**src/hw/tlms_pkg.sv**
```systemverilog
// constants for the trap-level and mode-state block
package tlms_pkg;
    localparam int unsigned ADDR_W        = 64;
    localparam int unsigned HALF_W        = 32;
    localparam int unsigned DEPTH_W       = 3;
    localparam int unsigned LEVEL_W       = 4;
    localparam logic [4:0]  REG_TRAP_DEPTH = 5'h07;
    localparam logic [4:0]  REG_THRESHOLD  = 5'h08;
    localparam logic [4:0]  REG_SAVED_CNT  = 5'h00;
    localparam logic [4:0]  REG_SAVED_NEXT = 5'h01;
    localparam logic [2:0]  TOP_TRAP_DEPTH = 3'h6; // RQ12
    localparam logic [2:0]  TOP_SUPV_DEPTH = 3'h2; // RQ12
    localparam logic [3:0]  THRESH_RST     = 4'h0;
    localparam logic [63:0] FETCH_STEP     = 64'h0000_0000_0000_0004;
    localparam logic [31:0] ZERO_HALF      = 32'h0000_0000;
    localparam logic [2:0]  DEPTH_ZERO     = 3'h0;
    localparam logic [2:0]  DEPTH_ONE      = 3'h1;
    localparam bit          RETURN_MASKS   = 1'b1;
    typedef enum logic [2:0]
    {
        TLMS_USER  = 3'b001,
        TLMS_SUPV  = 3'b010,
        TLMS_HYPER = 3'b100
    } tlms_mode_t;
endpackage

```
**src/hw/tlms_core.sv**
```systemverilog
// trap depth, execution mode, address masking and interrupt gating for one virtual cpu
// What this block does
// RQ1: faulting masked access records zero-upper fault address
// RQ2: branch target into next counter keeps upper bits
// RQ3: next counter plus four keeps upper bits
// RQ4: saved counter register access keeps upper bits
// RQ5: mask set zeroes upper fetch bits immediately
// RQ6: trap return with mask may zero upper
// RQ7: supervisor flag selects privileged or nonprivileged
// RQ8: hypervisor flag forces hyperprivileged mode
// RQ9: privileged-bound disrupt traps only when enabled
// RQ10: hyper-bound disrupt traps outside hyper or enabled
// RQ11: trap depth zero means no trap
// RQ12: maximum six, supervisor maximum two
// RQ13: power-on reset loads maximum trap depth
// RQ14: user write faults, hyper write saturates
// RQ15: supervisor write of three up stores two
// RQ16: depth write touches no other state
// RQ17: only low three data bits stored
// RQ18: software avoids undefined depth and mode combos
// RQ19: interrupt accepted only above threshold
// RQ20: higher interrupt level means higher priority
// RQ21: level fifteen is maskable like others
// RQ22: masked virtual addresses clear upper bits
// RQ23: trap entry increments, return restores depth
// RQ24: four-bit threshold via state register ops
`timescale 1ns/1ns
module tlms_core
(
    input  wire logic        core_clk,          // core clock
    input  wire logic        sys_rst,           // power-on reset, active high
    input  wire logic        supervisor_flag,   // supervisor flag
    input  wire logic        hypervisor_flag,   // hypervisor flag
    input  wire logic        address_mask_bit,  // current address mask bit
    input  wire logic        interrupt_enable_bit, // interrupt enable
    input  wire logic        mask_write,        // status write setting mask bit this cycle
    input  wire logic        mask_write_val,    // new mask bit value
    input  wire logic        state_reg_write_op, // privileged register write strobe
    input  wire logic        state_reg_read_op, // privileged register read strobe
    input  wire logic [4:0]  state_reg_sel,     // privileged register number
    input  wire logic [63:0] state_reg_wdata,   // write data
    input  wire logic        retire,            // instruction retires, counters advance
    input  wire logic        taken_transfer,    // retiring instruction is a taken transfer
    input  wire logic [63:0] transfer_target,   // transfer target address
    input  wire logic        trap_entry,        // trap is entered
    input  wire logic        trap_return,       // trap return
    input  wire logic [2:0]  saved_depth,       // depth restored on return
    input  wire logic        saved_mask,        // mask bit from saved trap status
    input  wire logic [63:0] saved_counter,     // trap saved counter value
    input  wire logic [63:0] saved_next_counter, // trap saved next counter value
    input  wire logic        access_fault,      // memory access faulted
    input  wire logic [63:0] access_addr,       // faulting virtual address
    input  wire logic [63:0] virt_addr,         // virtual address to send out
    input  wire logic        priv_disrupt,      // pending disrupt aimed at privileged
    input  wire logic        hyper_disrupt,     // pending disrupt aimed at hyper
    input  wire logic        irq_valid,         // leveled interrupt pending
    input  wire logic [3:0]  irq_level,         // its level
    output logic [2:0]  trap_depth,             // trap depth register
    output logic [3:0]  interrupt_threshold,    // threshold register
    output logic [2:0]  exec_mode,              // one-hot execution mode
    output logic        in_trap,                // trap depth nonzero
    output logic        priv_opcode_fault,      // privileged opcode exception pulse
    output logic [63:0] state_reg_rdata,        // read data
    output logic [63:0] program_counter,        // program counter
    output logic [63:0] next_fetch_counter,     // next fetch counter
    output logic [63:0] data_fault_addr_reg,    // data fault address
    output logic [63:0] masked_vaddr,           // virtual address after masking
    output logic        priv_disrupt_take,      // privileged-bound disrupt traps
    output logic        hyper_disrupt_take,     // hyper-bound disrupt traps
    output logic        irq_take,               // leveled interrupt accepted
    output logic [3:0]  irq_take_level          // accepted level
);
    tlms_pkg::tlms_mode_t mode_nxt;
    tlms_pkg::tlms_mode_t mode_r;
    logic [2:0]  depth_r;
    logic [2:0]  depth_nxt;
    logic [3:0]  thresh_r;
    logic [63:0] prog_cnt_r;
    logic [63:0] next_cnt_r;
    logic [63:0] next_cnt_nxt;
    logic [63:0] prog_cnt_nxt;
    logic [2:0]  wr_val;
    logic [2:0]  wr_sat;
    logic        wr_depth;
    logic        wr_thresh;
    logic        rd_ok;
    logic        mask_rise;
    logic        ret_mask;
    logic        irq_ok;
    logic [63:0] rdata_nxt;

    // mode decode
    assign mode_nxt = hypervisor_flag ? tlms_pkg::TLMS_HYPER :                   // RQ8
                      supervisor_flag ? tlms_pkg::TLMS_SUPV : tlms_pkg::TLMS_USER; // RQ7

    assign wr_depth  = state_reg_write_op && (state_reg_sel == tlms_pkg::REG_TRAP_DEPTH)
                       && (mode_nxt != tlms_pkg::TLMS_USER);
    assign wr_thresh = state_reg_write_op && (state_reg_sel == tlms_pkg::REG_THRESHOLD)
                       && (mode_nxt != tlms_pkg::TLMS_USER); // RQ24
    assign rd_ok     = state_reg_read_op && (mode_nxt != tlms_pkg::TLMS_USER);
    assign wr_val    = state_reg_wdata[2:0]; // RQ17

    // saturation depends on privilege
    assign wr_sat = (mode_nxt == tlms_pkg::TLMS_HYPER)
                    ? ((wr_val > tlms_pkg::TOP_TRAP_DEPTH) ? tlms_pkg::TOP_TRAP_DEPTH : wr_val) // RQ14
                    : ((wr_val > tlms_pkg::TOP_SUPV_DEPTH) ? tlms_pkg::TOP_SUPV_DEPTH : wr_val); // RQ15

    // depth write alters depth only; entry increments, return restores
    assign depth_nxt = wr_depth ? wr_sat :                            // RQ16
                       trap_entry ? ((depth_r == tlms_pkg::TOP_TRAP_DEPTH) ? depth_r
                                     : 3'(depth_r + tlms_pkg::DEPTH_ONE)) : // RQ23
                       trap_return ? saved_depth : depth_r;           // RQ23

    assign mask_rise = mask_write && mask_write_val && !address_mask_bit;
    assign ret_mask  = saved_mask && tlms_pkg::RETURN_MASKS; // RQ6

    // fetch counters: transfers and increments keep upper bits
    always_comb
    begin
        prog_cnt_nxt = prog_cnt_r;
        next_cnt_nxt = next_cnt_r;
        if (trap_return)
        begin
            prog_cnt_nxt = ret_mask ? {tlms_pkg::ZERO_HALF, saved_counter[31:0]}
                                    : saved_counter; // RQ6
            next_cnt_nxt = ret_mask ? {tlms_pkg::ZERO_HALF, saved_next_counter[31:0]}
                                    : saved_next_counter; // RQ6
        end
        else if (mask_rise)
        begin
            next_cnt_nxt = {tlms_pkg::ZERO_HALF, next_cnt_r[31:0]}; // RQ5
        end
        else if (retire)
        begin
            prog_cnt_nxt = next_cnt_r;
            next_cnt_nxt = taken_transfer ? transfer_target              // RQ2
                                          : 64'(next_cnt_r + tlms_pkg::FETCH_STEP); // RQ3
        end
    end

    // saved counters are read without masking
    assign rdata_nxt = (state_reg_sel == tlms_pkg::REG_TRAP_DEPTH) ? {61'h0, depth_r} :
                       (state_reg_sel == tlms_pkg::REG_THRESHOLD) ? {60'h0, thresh_r} :
                       (state_reg_sel == tlms_pkg::REG_SAVED_CNT) ? saved_counter :  // RQ4
                       (state_reg_sel == tlms_pkg::REG_SAVED_NEXT) ? saved_next_counter
                                                                   : 64'h0; // RQ4

    // level compare treats fifteen like any level
    assign irq_ok = irq_valid && (irq_level > thresh_r); // RQ19 RQ21

    always_ff @(posedge core_clk)
    begin
        if (sys_rst)
        begin
            depth_r <= tlms_pkg::TOP_TRAP_DEPTH; // RQ13
            thresh_r <= tlms_pkg::THRESH_RST;
            mode_r <= tlms_pkg::TLMS_USER;
            prog_cnt_r <= 64'h0;
            next_cnt_r <= tlms_pkg::FETCH_STEP;
        end
        else
        begin
            depth_r <= depth_nxt;
            if (wr_thresh)
                thresh_r <= state_reg_wdata[3:0]; // RQ24
            mode_r <= mode_nxt;
            prog_cnt_r <= prog_cnt_nxt;
            next_cnt_r <= next_cnt_nxt;
        end
    end

    always_ff @(posedge core_clk)
    begin
        if (sys_rst)
        begin
            priv_opcode_fault <= 1'b0;
            state_reg_rdata <= 64'h0;
            data_fault_addr_reg <= 64'h0;
            masked_vaddr <= 64'h0;
            priv_disrupt_take <= 1'b0;
            hyper_disrupt_take <= 1'b0;
            irq_take <= 1'b0;
            irq_take_level <= 4'h0;
            in_trap <= 1'b1;
        end
        else
        begin
            priv_opcode_fault <= state_reg_write_op && (mode_nxt == tlms_pkg::TLMS_USER); // RQ14
            if (rd_ok)
                state_reg_rdata <= rdata_nxt;
            if (access_fault)
                data_fault_addr_reg <= address_mask_bit
                    ? {tlms_pkg::ZERO_HALF, access_addr[31:0]} : access_addr; // RQ1
            masked_vaddr <= address_mask_bit
                ? {tlms_pkg::ZERO_HALF, virt_addr[31:0]} : virt_addr; // RQ22
            priv_disrupt_take <= priv_disrupt && interrupt_enable_bit
                                 && (mode_nxt != tlms_pkg::TLMS_HYPER); // RQ9
            hyper_disrupt_take <= hyper_disrupt && ((mode_nxt != tlms_pkg::TLMS_HYPER)
                                  || interrupt_enable_bit); // RQ10
            irq_take <= irq_ok; // RQ19
            irq_take_level <= irq_ok ? irq_level : 4'h0; // RQ20
            in_trap <= (depth_nxt != tlms_pkg::DEPTH_ZERO); // RQ11
        end
    end

    assign trap_depth          = depth_r;
    assign interrupt_threshold = thresh_r;
    assign exec_mode           = mode_r;
    assign program_counter     = prog_cnt_r;
    assign next_fetch_counter  = next_cnt_r;

    chk_reset_depth: assert property (@(posedge core_clk)
        $fell(sys_rst) |-> depth_r == tlms_pkg::TOP_TRAP_DEPTH) else $error("depth not max"); // RQ13
    chk_supv_sat: assert property (@(posedge core_clk) disable iff (sys_rst)
        wr_depth && mode_nxt == tlms_pkg::TLMS_SUPV && wr_val > tlms_pkg::TOP_SUPV_DEPTH
        |=> depth_r == tlms_pkg::TOP_SUPV_DEPTH) else $error("supv sat"); // RQ15
    chk_hyper_sat: assert property (@(posedge core_clk) disable iff (sys_rst)
        wr_depth && mode_nxt == tlms_pkg::TLMS_HYPER
        |=> depth_r == (($past(wr_val) > tlms_pkg::TOP_TRAP_DEPTH) ? tlms_pkg::TOP_TRAP_DEPTH
                        : $past(wr_val))) else $error("hyper sat"); // RQ14
    chk_user_fault: assert property (@(posedge core_clk) disable iff (sys_rst)
        state_reg_write_op && !hypervisor_flag && !supervisor_flag
        |=> priv_opcode_fault && $stable(depth_r)) else $error("user write"); // RQ14
    chk_hyper_mode: assert property (@(posedge core_clk) disable iff (sys_rst)
        hypervisor_flag |=> exec_mode == tlms_pkg::TLMS_HYPER) else $error("mode"); // RQ8
    chk_irq_gate: assert property (@(posedge core_clk) disable iff (sys_rst)
        irq_take |-> $past(irq_level) > $past(thresh_r)) else $error("irq gate"); // RQ19
    chk_mask_fetch: assert property (@(posedge core_clk) disable iff (sys_rst)
        mask_rise && !trap_return |=> next_cnt_r[63:32] == tlms_pkg::ZERO_HALF)
        else $error("mask fetch"); // RQ5
    chk_step_keep: assert property (@(posedge core_clk) disable iff (sys_rst)
        retire && !taken_transfer && !trap_return && !mask_rise
        |=> next_cnt_r == $past(next_cnt_r) + tlms_pkg::FETCH_STEP) else $error("step"); // RQ3
    chk_priv_gate: assert property (@(posedge core_clk) disable iff (sys_rst)
        priv_disrupt_take |-> $past(interrupt_enable_bit)) else $error("priv gate"); // RQ9
endmodule

```
**config.mk**
```make
export PLATFORM = sky130hd
export DESIGN_NAME = tlms_core
export DESIGN_NICKNAME = d
export VERILOG_FILES = /design/src/hw/tlms_pkg.sv /design/src/hw/tlms_core.sv
export SDC_FILE = /design/constraint.sdc
export NUM_CORES = 1
export LEC_CHECK = 0
export BUFFER_PORTS_ARGS = -buffer_cell sky130_fd_sc_hd__buf_2
export CAP_MARGIN = 10
export CORE_AREA = 2 2 292 294
export DETAILED_ROUTE_END_ITERATION = 10
export DIE_AREA = 0 0 294 296
export GPL_TIMING_DRIVEN = 1
export SETUP_SLACK_MARGIN = 0.1
export SLEW_MARGIN = 20
export SYNTH_ARGS = -nofsm -noshare
export SYNTH_HDL_FRONTEND = slang
export SYNTH_SLANG_ARGS = --single-unit
export TNS_END_PERCENT = 10
```
**constraint.sdc**
```tcl
create_clock -name core_clk -period 4.86 [get_ports core_clk]
set_input_delay 0.729 -clock core_clk [delete_from_list [all_inputs] [get_ports core_clk]]
set_output_delay 0.729 -clock core_clk [all_outputs]
set_load 0.05 [all_outputs]
```
### Word level (Yosys, flattened, before mapping)

Cells that the tools add are included.

| operators by class | value |
|---|---|
| equality and inequality tests | 9 |
| reduce and logical (&&, ||, !) cells | 21 |
| $lt $le $gt $ge | 3 |
| $add $sub $neg | 2 |
| bitwise logic cells | 1 |
| mux-type cells | 23 |

Operator list:

| kind | number |
|---|---|
| 2-to-1 mux 64 bit | 14 |
| adder 64 x 3 -> 64 bit, second input constant | 1 |
| 2-to-1 mux 3 bit | 8 |
| logical AND 1 bit | 12 |
| == test 3 bit, second input constant | 2 |
| nonzero test 3 bit | 2 |
| == test 5 x 1 -> 1 bit, second input constant | 1 |
| == test 5 x 3 -> 1 bit, second input constant | 1 |
| == test 5 x 4 -> 1 bit, second input constant | 1 |
| logical NOT 5 bit | 1 |
| greater-than comparator 4 bit | 1 |
| OR reduction 2 bit | 2 |
| adder 3 x 1 -> 3 bit, second input constant | 1 |
| == test 3 x 1 -> 1 bit, second input constant | 1 |
| greater-than comparator 3 x 2 -> 1 bit, second input constant | 1 |
| greater-than comparator 3 bit, second input constant | 1 |
| inequality test 3 x 1 -> 1 bit, second input constant | 1 |
| inequality test 3 bit, second input constant | 1 |
| 2-to-1 mux 2 bit | 1 |
| inequality test 2 bit, second input constant | 1 |
| AND reduction 2 bit | 1 |
| nonzero test 2 bit | 1 |
| logical NOT 1 bit | 1 |
| logical OR 1 bit | 1 |
| inverter 1 bit | 1 |

| storage, ports and cells | value |
|---|---|
| bits of input ports | 415 |
| output and inout bits | 339 |
| flip-flop bits (word level) | 339 |

### Depth between registers and ports, before layout

| depth | value |
|---|---|
| depth after elaboration | 6 |
| depth in mapped cells | 9 |

### Worst setup path after synthesis

OpenSTA, ideal clock, no wires.

| timing path | value |
|---|---|
| path type | register to register |
| start | reg next_cnt_r[18] (netlist: next_fetch_counter[18]) |
| end | reg next_cnt_r[53] (netlist: next_fetch_counter[53]) |
| data arrival time | 2,332 ps |
| data required time | 4,743 ps |
| slack | 2,411 ps |
| clock period less this slack | 2,449 ps |
| path buffers | 1 |
| cell stages (with the launch flop) | 8 |
| path through | dfxtp_1 nand4_2 or3_1 buf_6 nor4b_4 nand4_1 mux2i_1 a22o_1 |

| between the ends | value |
|---|---|
| cells in the longest elaborated chain, start to end | 5 |

Ends and longest elaborated chain:

| element | line | RTL |
|---|---|---|
| from (decl) | tlms_core.sv:79 | `logic [63:0] next_cnt_r;` |
| from (signal assigned) | tlms_core.sv:159 | `next_cnt_r <= tlms_pkg::FETCH_STEP;` |
| from (signal assigned) | tlms_core.sv:168 | `next_cnt_r <= next_cnt_nxt;` |
| adder 64 x 3 -> 64 bit | tlms_core.sv:137 | `: 64'(next_cnt_r + tlms_pkg::FETCH_STEP);` |
| 2-to-1 mux 64 bit | tlms_core.sv:136 | `next_cnt_nxt = taken_transfer ? transfer_target` |
| 2-to-1 mux 64 bit | tlms_core.sv:133 | `else if (retire)` |
| 2-to-1 mux 64 bit | tlms_core.sv:129 | `else if (mask_rise)` |
| 2-to-1 mux 64 bit | tlms_core.sv:122 | `if (trap_return)` |

Every way passes these cells. The select of a mux whose other input is x is not followed.
A chain may end at the register's enable or synchronous reset.

### Worst setup path in the final report

| timing path | value |
|---|---|
| start | reg next_cnt_r[30] (netlist: next_fetch_counter[30]) |
| end | reg next_cnt_r[58] (netlist: next_fetch_counter[58]) |

The elaborated chain is that of the path after synthesis.

==> results.json <==
{
  "status": "complete, no violations",
  "maxSlewHeadroom_pct": 33.66,
  "synth_top_cell_by_area": "dfxtp_1",
  "min_period_ps": 3070,
  "vias": 17010,
  "finalNonFillerCells": 3647,
  "post_synth.cell_area_avg_um2": 8.126,
  "synth_flop_cell": "dfxtp_1",
  "avgViaCountPerCell": 4.663,
  "synth_area_leaders": "dfxtp_1, a21oi_1, nor2_1",
  "critical_path.top_delay_family": "simple AND/OR/NAND/NOR gates",
  "synth_top_area_share_pct": 44.07,
  "htreeDepth": 2,
  "portBuffers": 693,
  "ctsLongestPathBuffers": 3,
  "drive_gt1_share_pct": 32.80,
  "cap_violations": 0,
  "ys_types": 72,
  "worstSetupEndpoint": "next_fetch_counter[58]$_SDFFE_PP0P_",
  "cts.clk_slew.worst_paths_ps": 60,
  "postSynthCellCount": 1895,
  "seqCellArea_um2": 6787,
  "hold_viol_final": 0,
  "die_w_um": 294,
  "yosys.area_share.simple_pct": 24.64,
  "synth.mux.area_fraction_pct": 3.591,
  "synthXorXnorAreaFrac_pct": 1.138,
  "final_nets": 2939,
  "dr.pass1.iters": 5,
  "grt_pass1_vias": 15710,
  "wl_per_cell_um": 21.84,
  "core.rowCount": 107,
  "pin_count": 754,
  "path_max_fanout": 7,
  "fin_setup_tns_ps": 0,
  "crit_path_max_incr_delay_ps": 910,
  "tightest_slew_ps": 995.0,
  "fp.coreArea_um2": 84210,
  "grt_max_degree": 112,
  "ys_top_cells_by_count": "dfxtp_1, nor2_1, nand2_1",
  "power_density_nw_per_um2": 368.8,
  "drv_slew": 0,
  "wl_mm": 79.65,
  "cp_data_required_time_ps": 5320,
  "fin_crit_sh_pct": 63.17,
  "die_area_um2": 87020,
  "gr-total-overflow": 0,
  "r2r-end": "next_fetch_counter[58]$_SDFFE_PP0P_",
  "cp_slowest_cell": "nor4_1",
  "dr_wl_met2_mm": 36.63,
  "grt_pass1_wl_mm": 110.3,
  "multi_input_area_um2": 7951,
  "start_kind": "register",
  "antenna_left": 0,
  "place_inst": 3562,
  "initialDrtViolationCount": 1097,
  "p_switching_mw": 2.515,
  "post_cts_resized": 0,
  "intPower_mw": 5.413,
  "cpMostUsedCell": "nor4_1",
  "rsz0062_at_grt": "no",
  "crit_path_start": "next_fetch_counter[30]$_SDFFE_PP0P_",
  "ff2ff_setup_slack_ps": 1790,
  "drc": 0,
  "root_buffer": "clkbuf_16",
  "synth_edf_count": 0,
  "cts_buffers": 43,
  "fin_skew_ps": 13.56,
  "met1_length_mm": 32.73,
  "clock_latency_ps": 580,
  "antenna_found_initial": 22,
  "ys_async_sr_fraction_pct": 0,
  "crit_type": "reg -> reg",
  "synth_top_family_by_area": "simple AND/OR/NAND/NOR gates",
  "top_layer": "met5",
  "postCtsSetupBuffers": 0,
  "die_y_um": 296,
  "gp_congestion": 0.8486,
  "syn-num-nets": 2317,
  "r2r_cells": 6,
  "critPathBufInv": 0,
  "clock-sinks": 339,
  "cp.depth": 6,
  "cts_tree": "built",
  "power_frac_comb_pct": 17.5,
  "crit_arrival_ps": 3530,
  "hpwl_mm": 60.90,
  "timing.hold.ws_ps": 352.0,
  "r2r_start": "next_fetch_counter[30]$_SDFFE_PP0P_",
  "ys_seq_elements": 339,
  "ir_drop_mv": 0.2267,
  "switching_share_pct": 31.73,
  "clockPowerShare_pct": 44.2,
  "cts_hold_buf": 0,
  "synth_compound_area_share_pct": 21.27,
  "fmax_mhz": 325.7,
  "leakagePower_nw": 9.658,
  "syn2layout_area_growth_pct": 39.60,
  "synth_seq_area_share_pct": 44.07,
  "seqPwrFrac_pct": 38.3,
  "fill_cells": 9249,
  "setup_viol": 0,
  "grtUsageTotal_pct": 17.13,
  "cp-end-kind": "register",
  "ys_warn_count": 0,
  "synth.most_common_cell": "dfxtp_1",
  "syn_area_um2": 15400,
  "start_util_pct": 18.29,
  "cp_cell_sequence": "nand3_1, nor4_1, nand4_1, nor4_1, mux2i_1, a21oi_1",
  "synth_fa_ha_area_share_pct": 0.5688,
  "hp-class": "in -> reg",
  "dr_wl_met3_mm": 7.606
}
==> area by class of cell <==
cell class	instances	area share (%)
clock buffer	60	5.768
inverter	21	0.3667
antenna	8	0.09313
tap	1090	6.344
multi-input combinational	1384	36.99
sequential	339	31.57
timing repair buffer	728	17.55
clock inverter	17	1.321
==> power by group through the flow <==
stage	Combinational (mW)	Clock [mW]	Sequential [mW]
floorplan	0.436	0	3.49
global placement	1.38	0	3.09
detailed placement	1.39	0	3.09
CTS	1.39	3.59	3.03
global route	1.48	3.69	3.05
finish	1.38	3.51	3.04
==> worst min path at each step <==
| stage | start | to | slack (ps) | cells after the start |
|---|---|---|---|---|
| CTS | virt_addr[34] | masked_vaddr[34]$_SDFF_PP0_ | 310 | 2 |
| global placement | state_reg_rdata[2]$_SDFFE_PP0P_ | state_reg_rdata[2]$_SDFFE_PP0P_ | 450 | 2 |
| global route | virt_addr[51] | masked_vaddr[51]$_SDFF_PP0_ | 310 | 2 |
| detailed placement | data_fault_addr_reg[62]$_SDFFE_PP0P_ | data_fault_addr_reg[62]$_SDFFE_PP0P_ | 460 | 2 |
| floorplan | state_reg_rdata[1]$_SDFFE_PP0P_ | state_reg_rdata[1]$_SDFFE_PP0P_ | 680 | 2 |
| finish | virt_addr[51] | masked_vaddr[51]$_SDFF_PP0_ | 350 | 2 |
==> worst register-to-register path, delay by kind of cell, from the launching register on <==
family / cells / cell delay (ps)
AOI/OAI and AO/OA: 1 / 80
DFF: 1 / 520
muxes: 1 / 240
and+or+nand+nor: 4 / 2110
==> cells in the final DEF, fill, tap and decap left out, types with 37 or more instances in the layout <==
| master | instances |
|---|---|
| nor3_1 | 37 |
| nor2b_1 | 72 |
| a21oi_1 | 210 |
| and2_1 | 43 |
| buf_2 | 691 |
| mux2i_1 | 53 |
| a22oi_1 | 60 |
| a22o_1 | 63 |
| clkbuf_16 | 43 |
| dfxtp_1 | 339 |
| o21ai_0 | 67 |
| nand2_1 | 224 |
| nor2_1 | 260 |
==> stage by stage <==
stage	cell area [um^2]	utilization [%]	worst slack, ps	power [mW]
2_1_floorplan	15400	-	2411	3.931
3_3_place_gp	19950	23.69	1569	4.472
3_5_place_dp	19950	23.69	1540	4.480
4_1_cts	21470	25.50	1892	8.015
5_1_grt	21490	25.52	1714	8.222
6_report	21500	25.53	1790	7.928
==> kinds of logic after synthesis <==
group	after synthesis
AOI/OAI and AO/OA	510
buffers and inverters	172
and+or+nand+nor	792
muxes	55
adders and majority gates	7
DFF	339
xor gates and xnor gates	20
==> routing by layer <==
metal  vias up  track usage, %
met5         -               0
met3       127           5.651
met4        14           5.450
li1       7939               -
met2       806           27.77
met1      8121           21.41
(Power assumes the default switching activity.)
